[config.mk]
export PLATFORM = sky130hd
export DESIGN_NAME = sac_conv_ctrl
export DESIGN_NICKNAME = d
export VERILOG_FILES = /design/src/sac_pkg.sv /design/src/sac_conv_ctrl.sv
export SDC_FILE = /design/constraint.sdc
export NUM_CORES = 1
export LEC_CHECK = 0
export BUFFER_PORTS_ARGS = -buffer_cell sky130_fd_sc_hd__buf_2
export CAP_MARGIN = 20
export CORE_UTILIZATION = 50
export DETAILED_ROUTE_END_ITERATION = 12
export PLACE_DENSITY = 0.66
export SLEW_MARGIN = 10
export SYNTH_ARGS = -nofsm -noshare
export SYNTH_HDL_FRONTEND = slang
export SYNTH_SLANG_ARGS = --single-unit
[constraint.sdc]
create_clock -name mclk -period 4.25 [get_ports mclk]
set_input_delay 0.85 -clock mclk [delete_from_list [all_inputs] [get_ports mclk]]
set_output_delay 0.85 -clock mclk [all_outputs]
set_load 0.01 [all_outputs]
[src/sac_pkg.sv]
// Package for the converter control block: register map, fields, codes.
// Assumes a single 10 MHz system clock and a plain register port.
package sac_pkg;
    // Register offsets (byte-wide registers, plain port)
    localparam logic [3:0] OFS_CTRL0 = 4'h0;
    localparam logic [3:0] OFS_CTRL1 = 4'h1;
    localparam logic [3:0] OFS_RES_HI = 4'h2;
    localparam logic [3:0] OFS_RES_LO = 4'h3;
    localparam logic [3:0] OFS_ABE = 4'h4;
    localparam logic [3:0] OFS_STATUS = 4'h5;
    localparam logic [3:0] OFS_MASK = 4'h6;
    // Control 0 fields
    localparam int ENA_BIT = 0;
    localparam int GO_BIT = 1;
    localparam int CHS_LSB = 2;
    localparam int CHS_W = 5;
    // Control 1 field
    localparam int CLKS_LSB = 4;
    localparam int CLKS_W = 3;
    // Block enable field
    localparam int TMPEN_BIT = 0;
    // Status and mask bit
    localparam int DONE_BIT = 0;
    // Clock select codes
    localparam logic [2:0] CLK_DIV8 = 3'h1;
    localparam logic [2:0] CLK_DIV16 = 3'h5;
    localparam logic [2:0] CLK_DIV32 = 3'h2;
    localparam logic [2:0] CLK_DIV64 = 3'h6;
    localparam logic [1:0] CLK_RC_LOW = 2'h3;
    // Divisors in system clocks; RC_DIV counts RC oscillator pulses
    localparam int DIV8 = 8;
    localparam int DIV16 = 16;
    localparam int DIV32 = 32;
    localparam int DIV64 = 64;
    localparam int RC_DIV = 16;
    // Channel codes
    localparam logic [4:0] CH_TEMP = 5'h0A;
    localparam logic [4:0] CH_INT_LAST = 5'h0C;
    localparam logic [4:0] CH_EXT_FIRST = 5'h10;
    // Conversion timing
    localparam int CONV_PERIODS = 11;
    localparam int ABORT_PERIODS = 2;
    localparam int START_DELAY_CYC = 1;
    localparam int RES_W = 10;
    // Reset values
    localparam logic [7:0] CTRL0_RST = 8'h00;
    localparam logic [7:0] CTRL1_RST = 8'h00;
    typedef enum logic [2:0] {
        SAC_IDLE, SAC_DELAY, SAC_CONV, SAC_ABORT
    } sac_state_t;
endpackage

[src/sac_conv_ctrl.sv]
// Converter control: channel select, conversion clock, SAR sequence,
// result pair, done flag with mask and wake.
// Assumes the comparator output is synchronous to mclk and settled
// one bit period after each trial code is driven.
// Assumes the RC oscillator arrives as one-cycle enable pulses.
// Assumes sleep_mode is a synchronous level from the power manager.
// Register writes take effect on the edge after the strobe.
//
// Summary of operation
// - Ten-bit successive approximation result, stored right-justified.
// - Completion raises an interrupt that also wakes the device from sleep.
// - Five-bit channel field routes one input to the sample-and-hold.
// - Three-bit clock field picks divide by 8, 16, 32, 64 or RC.
// - RC option is internal oscillator divided by 16.
// - One conversion takes eleven bit periods: one to sample, then one bit each.
// - Non-RC bit periods scale directly with the system clock.
// - Channel code 10 routes the die temperature output.
// - One enable bit powers the sensor and overtemperature shutdown.
// - Start bit begins conversion; done clears it, sets flag, loads result.
// - Clearing start mid-conversion keeps result, waits two periods, then acquires; during the start delay it returns to acquire at once.
// - RC clock delays start; other clocks abort on sleep, power off.
// - Codes 0-12 internal, 10 temperature, 16-23 external, others unused.
//
// Chosen here: the register offsets and the strobed register port.
`timescale 1ns/1ps
module sac_conv_ctrl
    import sac_pkg::*;
#(
    parameter int INSTR_CYC = 4
) (
    // Clock and reset
    input wire logic mclk,
    input wire logic arst_n,
    // Register port
    input wire logic [3:0] reg_addr,
    input wire logic [7:0] reg_wdata,
    input wire logic reg_wr,
    input wire logic reg_rd,
    output logic [7:0] reg_rdata,
    // Internal RC oscillator enable pulse and sleep state
    input wire logic rc_osc_tick,
    input wire logic sleep_mode,
    // Analog front end
    input wire logic cmp_out,
    output logic [4:0] mux_sel,
    output logic mux_internal,
    output logic [RES_W-1:0] dac_code,
    output logic sample_hold,
    output logic analog_on,
    output logic temp_sensor_enable,
    output logic overtemp_enable,
    // Interrupt and wake
    output logic irq,
    output logic wake
);
    // Start delay counter is eight bits wide
    if (INSTR_CYC < 1 || INSTR_CYC > 255) begin : g_bad_instr
        $error("INSTR_CYC out of range");
    end

    // Reset synchroniser
    logic [1:0] rst_sync_q;
    logic rst_n;
    // Software-visible registers
    logic [7:0] ctrl0_q, ctrl1_q;
    logic tmpen_q;
    logic done_q, mask_q;
    // Successive approximation state
    logic [RES_W-1:0] result_q, sar_q, trial_q;
    logic [3:0] bit_cnt_q;
    sac_state_t state_q;
    // Bit period and start delay counters
    logic [6:0] div_cnt_q;
    logic [4:0] rc_cnt_q;
    logic [7:0] dly_cnt_q;
    // Output registers
    logic [7:0] rdata_q;
    logic irq_q, wake_q;
    logic [4:0] mux_q;
    logic mux_int_q, sh_q, on_q;
    logic [RES_W-1:0] dac_q;

    // Reset release through two flops
    always_ff @(posedge mclk or negedge arst_n) begin
        if (!arst_n) begin
            rst_sync_q <= 2'h0;
        end else begin
            rst_sync_q <= {rst_sync_q[0], 1'b1};
        end
    end
    assign rst_n = rst_sync_q[1];

    // Field decode
    wire conv_en = ctrl0_q[ENA_BIT];
    wire go_bit = ctrl0_q[GO_BIT];
    wire [4:0] chs = ctrl0_q[CHS_LSB +: CHS_W];
    wire [2:0] clks = ctrl1_q[CLKS_LSB +: CLKS_W];
    wire use_rc = (clks[1:0] == CLK_RC_LOW);
    wire [6:0] div_last = (clks == CLK_DIV8) ? 7'(DIV8 - 1) :
                          (clks == CLK_DIV16) ? 7'(DIV16 - 1) :
                          (clks == CLK_DIV32) ? 7'(DIV32 - 1) :
                          7'(DIV64 - 1);
    wire busy = (state_q == SAC_DELAY) || (state_q == SAC_CONV);
    // Address selects shared by read and write decode
    wire sel_ctrl0 = (reg_addr == OFS_CTRL0);
    wire sel_ctrl1 = (reg_addr == OFS_CTRL1);
    wire sel_res_hi = (reg_addr == OFS_RES_HI);
    wire sel_res_lo = (reg_addr == OFS_RES_LO);
    wire sel_abe = (reg_addr == OFS_ABE);
    wire sel_stat = (reg_addr == OFS_STATUS);
    wire sel_mask = (reg_addr == OFS_MASK);
    // Register port decode
    wire wr_ctrl0 = reg_wr && sel_ctrl0;
    wire wr_ctrl1 = reg_wr && sel_ctrl1;
    wire wr_abe = reg_wr && sel_abe;
    wire wr_stat = reg_wr && sel_stat;
    wire wr_mask = reg_wr && sel_mask;
    // Start only from idle with the converter already on, so a start
    // during the abort wait cannot leave the start bit stuck high
    wire go_set = wr_ctrl0 && reg_wdata[GO_BIT] && !go_bit
                  && reg_wdata[ENA_BIT] && conv_en
                  && (state_q == SAC_IDLE);
    wire go_clr = wr_ctrl0 && !reg_wdata[GO_BIT] && go_bit;
    wire sleep_abort = sleep_mode && !use_rc && busy;
    wire mux_valid = (chs <= CH_INT_LAST) || (chs >= CH_EXT_FIRST &&
                      chs <= 5'h17);

    // Bit period enable: system divider or RC divided by 16
    wire sys_tick = (div_cnt_q == div_last);
    wire rc_tick = rc_osc_tick && (rc_cnt_q == 5'(RC_DIV - 1));
    wire tad_tick = use_rc ? rc_tick : sys_tick;
    wire conv_end = (state_q == SAC_CONV) && tad_tick
                    && (bit_cnt_q == 4'(CONV_PERIODS - 1));
    // Final trial decision folded into the stored result
    wire [RES_W-1:0] conv_result = cmp_out ? (sar_q | trial_q) : sar_q;

    // Divider counters free-running inside a conversion
    always_ff @(posedge mclk or negedge rst_n) begin
        if (!rst_n) begin
            div_cnt_q <= 7'h00;
            rc_cnt_q <= 5'h00;
        end else begin
            if (state_q == SAC_IDLE || sys_tick) begin
                div_cnt_q <= 7'h00;
            end else begin
                div_cnt_q <= div_cnt_q + 7'h01;
            end
            // Wrap at each bit period so RC periods stay sixteen pulses
            if (state_q == SAC_IDLE || rc_tick) begin
                rc_cnt_q <= 5'h00;
            end else if (rc_osc_tick) begin
                rc_cnt_q <= rc_cnt_q + 5'h01;
            end
        end
    end

    // Control registers
    always_ff @(posedge mclk or negedge rst_n) begin
        if (!rst_n) begin
            ctrl0_q <= CTRL0_RST;
            ctrl1_q <= CTRL1_RST;
            tmpen_q <= 1'b0;
            mask_q <= 1'b0;
        end else begin
            // Channel, start and enable; bit 7 always reads zero
            if (wr_ctrl0) begin
                ctrl0_q <= {1'b0, reg_wdata[6:2], go_set, reg_wdata[0]};
            end else if (conv_end || !conv_en || sleep_abort) begin
                // Any end of conversion, an aborted one too, drops start
                ctrl0_q[GO_BIT] <= 1'b0;
            end
            // Clock field only
            if (wr_ctrl1) begin
                ctrl1_q <= {1'b0, reg_wdata[6:4], 4'h0};
            end
            if (wr_abe) begin
                tmpen_q <= reg_wdata[TMPEN_BIT];
            end
            if (wr_mask) begin
                mask_q <= reg_wdata[DONE_BIT];
            end
        end
    end

    // Done flag: set wins over write-one-to-clear
    always_ff @(posedge mclk or negedge rst_n) begin
        if (!rst_n) begin
            done_q <= 1'b0;
        end else if (conv_end) begin
            done_q <= 1'b1;
        end else if (wr_stat && reg_wdata[DONE_BIT]) begin
            done_q <= 1'b0;
        end
    end

    // Conversion sequencer
    always_ff @(posedge mclk or negedge rst_n) begin
        if (!rst_n) begin
            state_q <= SAC_IDLE;
            bit_cnt_q <= 4'h0;
            dly_cnt_q <= 8'h00;
            sar_q <= '0;
            trial_q <= '0;
            result_q <= '0;
        end else begin
            unique case (state_q)
                // Acquire and wait for a start request
                SAC_IDLE: begin
                    bit_cnt_q <= 4'h0;
                    if (go_set) begin
                        sar_q <= '0;
                        trial_q <= RES_W'(1) << (RES_W - 1);
                        dly_cnt_q <= use_rc ? 8'(INSTR_CYC) :
                                     8'(START_DELAY_CYC);
                        state_q <= SAC_DELAY;
                    end
                end
                // Start delay, longer with the RC clock
                SAC_DELAY: begin
                    if (go_clr || sleep_abort || !conv_en) begin
                        state_q <= SAC_IDLE;
                    end else if (dly_cnt_q <= 8'h01) begin
                        state_q <= SAC_CONV;
                    end else begin
                        dly_cnt_q <= dly_cnt_q - 8'h01;
                    end
                end
                // One sample period, then one bit per period
                SAC_CONV: begin
                    if (go_clr) begin
                        bit_cnt_q <= 4'h0;
                        state_q <= SAC_ABORT;
                    end else if (sleep_abort || !conv_en) begin
                        state_q <= SAC_IDLE;
                    end else if (tad_tick) begin
                        bit_cnt_q <= bit_cnt_q + 4'h1;
                        // First period samples, then one bit each
                        if (bit_cnt_q != 4'h0) begin
                            if (cmp_out) begin
                                sar_q <= sar_q | trial_q;
                            end
                            trial_q <= trial_q >> 1;
                        end
                        if (conv_end) begin
                            result_q <= conv_result;
                            state_q <= SAC_IDLE;
                        end
                    end
                end
                // Two-period wait after a software abort
                SAC_ABORT: begin
                    if (tad_tick) begin
                        bit_cnt_q <= bit_cnt_q + 4'h1;
                        if (bit_cnt_q == 4'(ABORT_PERIODS - 1)) begin
                            state_q <= SAC_IDLE;
                        end
                    end
                end
            endcase
        end
    end

    // Read data mux, one cycle later; unmapped offsets read zero
    wire [7:0] rd_mux =
        sel_ctrl0 ? ctrl0_q :
        sel_ctrl1 ? ctrl1_q :
        sel_res_hi ? {6'h00, result_q[9:8]} :
        sel_res_lo ? result_q[7:0] :
        sel_abe ? {7'h00, tmpen_q} :
        sel_stat ? {7'h00, done_q} :
        sel_mask ? {7'h00, mask_q} : 8'h00;
    wire [7:0] rdata_d = reg_rd ? rd_mux : 8'h00;

    // Interrupt level and sleep wake request
    wire irq_d = done_q && mask_q;
    wire wake_d = irq_d && sleep_mode;

    // Channel routing: unimplemented codes park the mux on code 0
    wire [4:0] mux_d = mux_valid ? chs : 5'h00;
    wire mux_int_d = mux_valid && (chs <= CH_INT_LAST);

    // Front end drive: sample while acquiring, trial code while converting
    wire sh_d = conv_en && !(state_q == SAC_CONV && bit_cnt_q != 4'h0);
    wire on_d = conv_en && !(sleep_mode && !use_rc) &&
                !(sleep_mode && !mask_q && state_q == SAC_IDLE);

    // Read data register, zero outside the answer cycle
    always_ff @(posedge mclk or negedge rst_n) begin
        if (!rst_n) begin
            rdata_q <= 8'h00;
        end else begin
            rdata_q <= rdata_d;
        end
    end

    // Interrupt and wake registers
    always_ff @(posedge mclk or negedge rst_n) begin
        if (!rst_n) begin
            irq_q <= 1'b0;
            wake_q <= 1'b0;
        end else begin
            irq_q <= irq_d;
            wake_q <= wake_d;
        end
    end

    // Front end registers
    always_ff @(posedge mclk or negedge rst_n) begin
        if (!rst_n) begin
            mux_q <= 5'h00;
            mux_int_q <= 1'b0;
            dac_q <= '0;
            sh_q <= 1'b0;
            on_q <= 1'b0;
        end else begin
            mux_q <= mux_d;
            mux_int_q <= mux_int_d;
            dac_q <= sar_q | trial_q;
            sh_q <= sh_d;
            on_q <= on_d;
        end
    end

    assign reg_rdata = rdata_q;
    assign irq = irq_q;
    assign wake = wake_q;
    assign mux_sel = mux_q;
    assign mux_internal = mux_int_q;
    assign dac_code = dac_q;
    assign sample_hold = sh_q;
    assign analog_on = on_q;
    assign temp_sensor_enable = tmpen_q;
    assign overtemp_enable = tmpen_q;
endmodule

==> flow_summary.json <==
{
  "die_y_um": 98.96,
  "power.total_mw": 2.460,
  "worst_pin_slew_ns": 0.7582,
  "grt_setup_unrepaired": "false",
  "synthMuxAreaShare_pct": 6.521,
  "synth_area_leaders": "dfrtp_1 53%, ha_1 3.7%, nor2_1 3.7%",
  "synthXorXnorAreaFrac_pct": 2.236,
  "async_flop_share_pct": 100.0,
  "drc": 0,
  "cts_sinks": 99,
  "worstPathArrival_ns": 3.11,
  "drive_above_1_share_pct": 23.17,
  "hold_class": "input port to asynchronous set/reset pin",
  "ir_drop_mv": 0.1985,
  "hold_viol_final": 0,
  "synth_seq_cells": 99,
  "fin_hold_ws_ns": 0.2491,
  "synth-main-ff-cell": "dfrtp_1",
  "via_per_inst": 5.647,
  "p_leak_nw": 2.571,
  "path_class": "register to register",
  "ctsHoldBuffers": 0,
  "n_antenna_cell": 0,
  "drtAntennaViolNets": 0,
  "std_cell_rows": 35,
  "synth_nets": 463,
  "synth_top_family_by_area": "simple AND/OR/NAND/NOR gates",
  "synth_simple_gate_area_share_pct": 17.73,
  "critPathLaunchType": "register",
  "powerDensity_nw_per_um2": 470.8,
  "tns_ns": 0,
  "layout.nets": 507,
  "seq_area_frac_synth_pct": 52.70,
  "htreeDepth": 3,
  "routed_wl_um": 9139,
  "postCtsSetupBuffers": 0,
  "max_freq_ghz": 0.3499,
  "synth_compound_area_share_pct": 13.47,
  "clk_latency_ns": 0.37,
  "grt_usage_pct": 20.72,
  "dr_total_vias": 3332,
  "initial_core_util_pct": 51.36,
  "grt_max_degree": 62,
  "ys_warn_count": 0,
  "status": "complete, no violations",
  "required_ns": 4.51,
  "swShare_pct": 36.87,
  "grt_pass1_wl_um": 15990,
  "worst_clock_skew_ns": 0.009715,
  "gp_congestion": 0.8555,
  "hpwlAfterDp_um": 6307,
  "netlist_area_um2": 4701,
  "gr-total-overflow": 0,
  "grt_pass1_vias": 3308,
  "die_w_um": 98.96,
  "cap_viol_max_count": 0,
  "critPathMaxFanout": 20,
  "cts_tree": "yes",
  "slew_violations": 0,
  "fin_crit_ns": 2.858,
  "cts_buffer_depth": 2,
  "cts_buffers": 9,
  "antenna_found_initial": 0,
  "endpoint_kind": "register",
  "synth_cells": 430,
  "io_buffers": 47,
  "clkPwrFrac_pct": 24.0,
  "cts_root_buf": "clkbuf_8",
  "yosysUniqueCellTypes": 69,
  "slew_headroom_pct": 49.45,
  "p_int_mw": 1.553,
  "synth-edff-count": 0,
  "core_area_um2": 9153,
  "switching_power_mw": 0.9068,
  "dieArea_um2": 9793,
  "drtIter0Drc": 165,
  "clkTransAtPathRegs_ns": 0.10,
  "setup_violations": 0,
  "sequentialPowerShare_pct": 47.8,
  "syn_to_final_growth_pct": 11.15,
  "yosysTopAreaCell": "dfrtp_1",
  "fin_crit_sh_pct": 67.24,
  "wl_per_cell_um": 15.49,
  "drtPass1Iterations": 4,
  "synth_fa_ha_area_share_pct": 3.726,
  "io_pins": 49,
  "p_comb_share_pct": 28.1,
  "synth_top_area_share_pct": 52.70,
  "cts_resized": 0,
  "avgSynthCellArea_um2": 10.93
}
-- metal layers --
metal,global-route usage [%],part of all wire [%],vias up
li1,-,-,1621
met1,28.63,47,1639
met2,32.87,48,64
met3,5.248,3.7,8
met4,5.052,1.0,0
met5,0,0,-
-- path summary, 6_finish.rpt --
path / from / to / slack [ns] / depth (start not counted)
setup / recovery: state_q[0] / trial_q[8] / 1.39 / 8
hold / removal: arst_n / rst_sync_q[1] / 0.25 / 1
setup reg to reg: state_q[0] / trial_q[8] / 1.39 / 8
hold reg to reg: rst_sync_q[0] / rst_sync_q[1] / 0.36 / 0
max in group asynchronous: rst_sync_q[1] / ctrl0_q[1] / 2.87 / 1
min in group mclk: rst_sync_q[0] / rst_sync_q[1] / 0.36 / 0
-- power groups by stage --
stage               logic, mW  registers (mW)  clock network, mW
floorplan               0.510            1.19                  0
global placement        0.679            1.19                  0
detailed placement      0.688            1.20                  0
CTS                     0.692            1.18              0.618
global route            0.775            1.20              0.660
finish                  0.692            1.18              0.591
-- critical path, stage by stage, from the launching register on --
cell and delay (ns):
dfrtp_1 0.43, inv_1 0.10, ha_1 0.53, a21bo_2 0.31
or4_1 0.49, o21ai_1 0.18, buf_4 0.29, nand2_4 0.14
a22o_1 0.26
-- state kept, by name (all words and copies together) (netlist names), 2 cells and up --
register and cells:
bit_cnt_q 4, trial_q 10, rc_cnt_q 5, rst_sync_q 2
state_q 2, div_cnt_q 7, sar_q 10, reg_rdata 8
ctrl0_q 7, mux_sel 5, result_q 10, dly_cnt_q 8
ctrl1_q 3, dac_code 10
-- layout by cell type (no fill, tap or decap), types with 5 or more instances in the layout --
master | Yosys | routed
a21oi_1 | 17 | 17
a22o_1 | 9 | 9
a31oi_1 | 5 | 5
a41oi_1 | 10 | 10
and2_1 | 5 | 5
and3_1 | 15 | 15
buf_2 | 4 | 47
buf_4 | 5 | 5
clkbuf_8 | 0 | 9
dfrtp_1 | 99 | 98
ha_1 | 14 | 14
inv_1 | 19 | 19
mux2_2 | 12 | 12
mux2i_1 | 16 | 16
nand2_1 | 20 | 20
nand2b_1 | 5 | 5
nand3_1 | 12 | 12
nor2_1 | 46 | 46
o21ai_0 | 12 | 12
or2_2 | 11 | 11
xor2_1 | 9 | 9
-- layout make-up --
| type | count | area [um2] |
|---|---|---|
| fillers | 824 | 3928 |
| flip-flops and latches | 99 | 2481 |
| multi-input cells | 293 | 2057 |
| repair buffers | 52 | 272.8 |
| well taps | 111 | 138.9 |
| clock buffers | 9 | 123.9 |
| clock inverters | 7 | 80.08 |
| inverters | 19 | 71.32 |
-- cell families (layout without fill, tap and decap cells) --
family | count (synthesis) | after routing
DFF | 99 | 99
other | 1 | 1
AOI/OAI and AO/OA | 85 | 85
muxes | 29 | 29
adders and majority gates | 14 | 14
buffers and inverters | 38 | 87
and+or+nand+nor | 152 | 152
xor gates and xnor gates | 12 | 12
-- through the flow --
stage          util, %  setup WS (ns)  instances  cell area, um2
2_1_floorplan        -          1.288        430            4701
5_1_grt          57.09          1.210        590            5225
3_3_place_gp     54.86          1.221        574            5021
3_5_place_dp     54.86          1.174        574            5021
6_report         57.09          1.392        590            5225
4_1_cts          57.09          1.400        590            5225
-- Yosys cell counts (all sizes together) (10+ instances only) --
library cell   n
dfrtp         99
nor2          48
nand2         22
inv           19
a21oi         18
o21ai         17
and3          16
mux2i         16
ha            14
mux2          13
nand3         12
or2           11
a41oi         10
clkbuf        10
(Power assumes the default switching activity.)
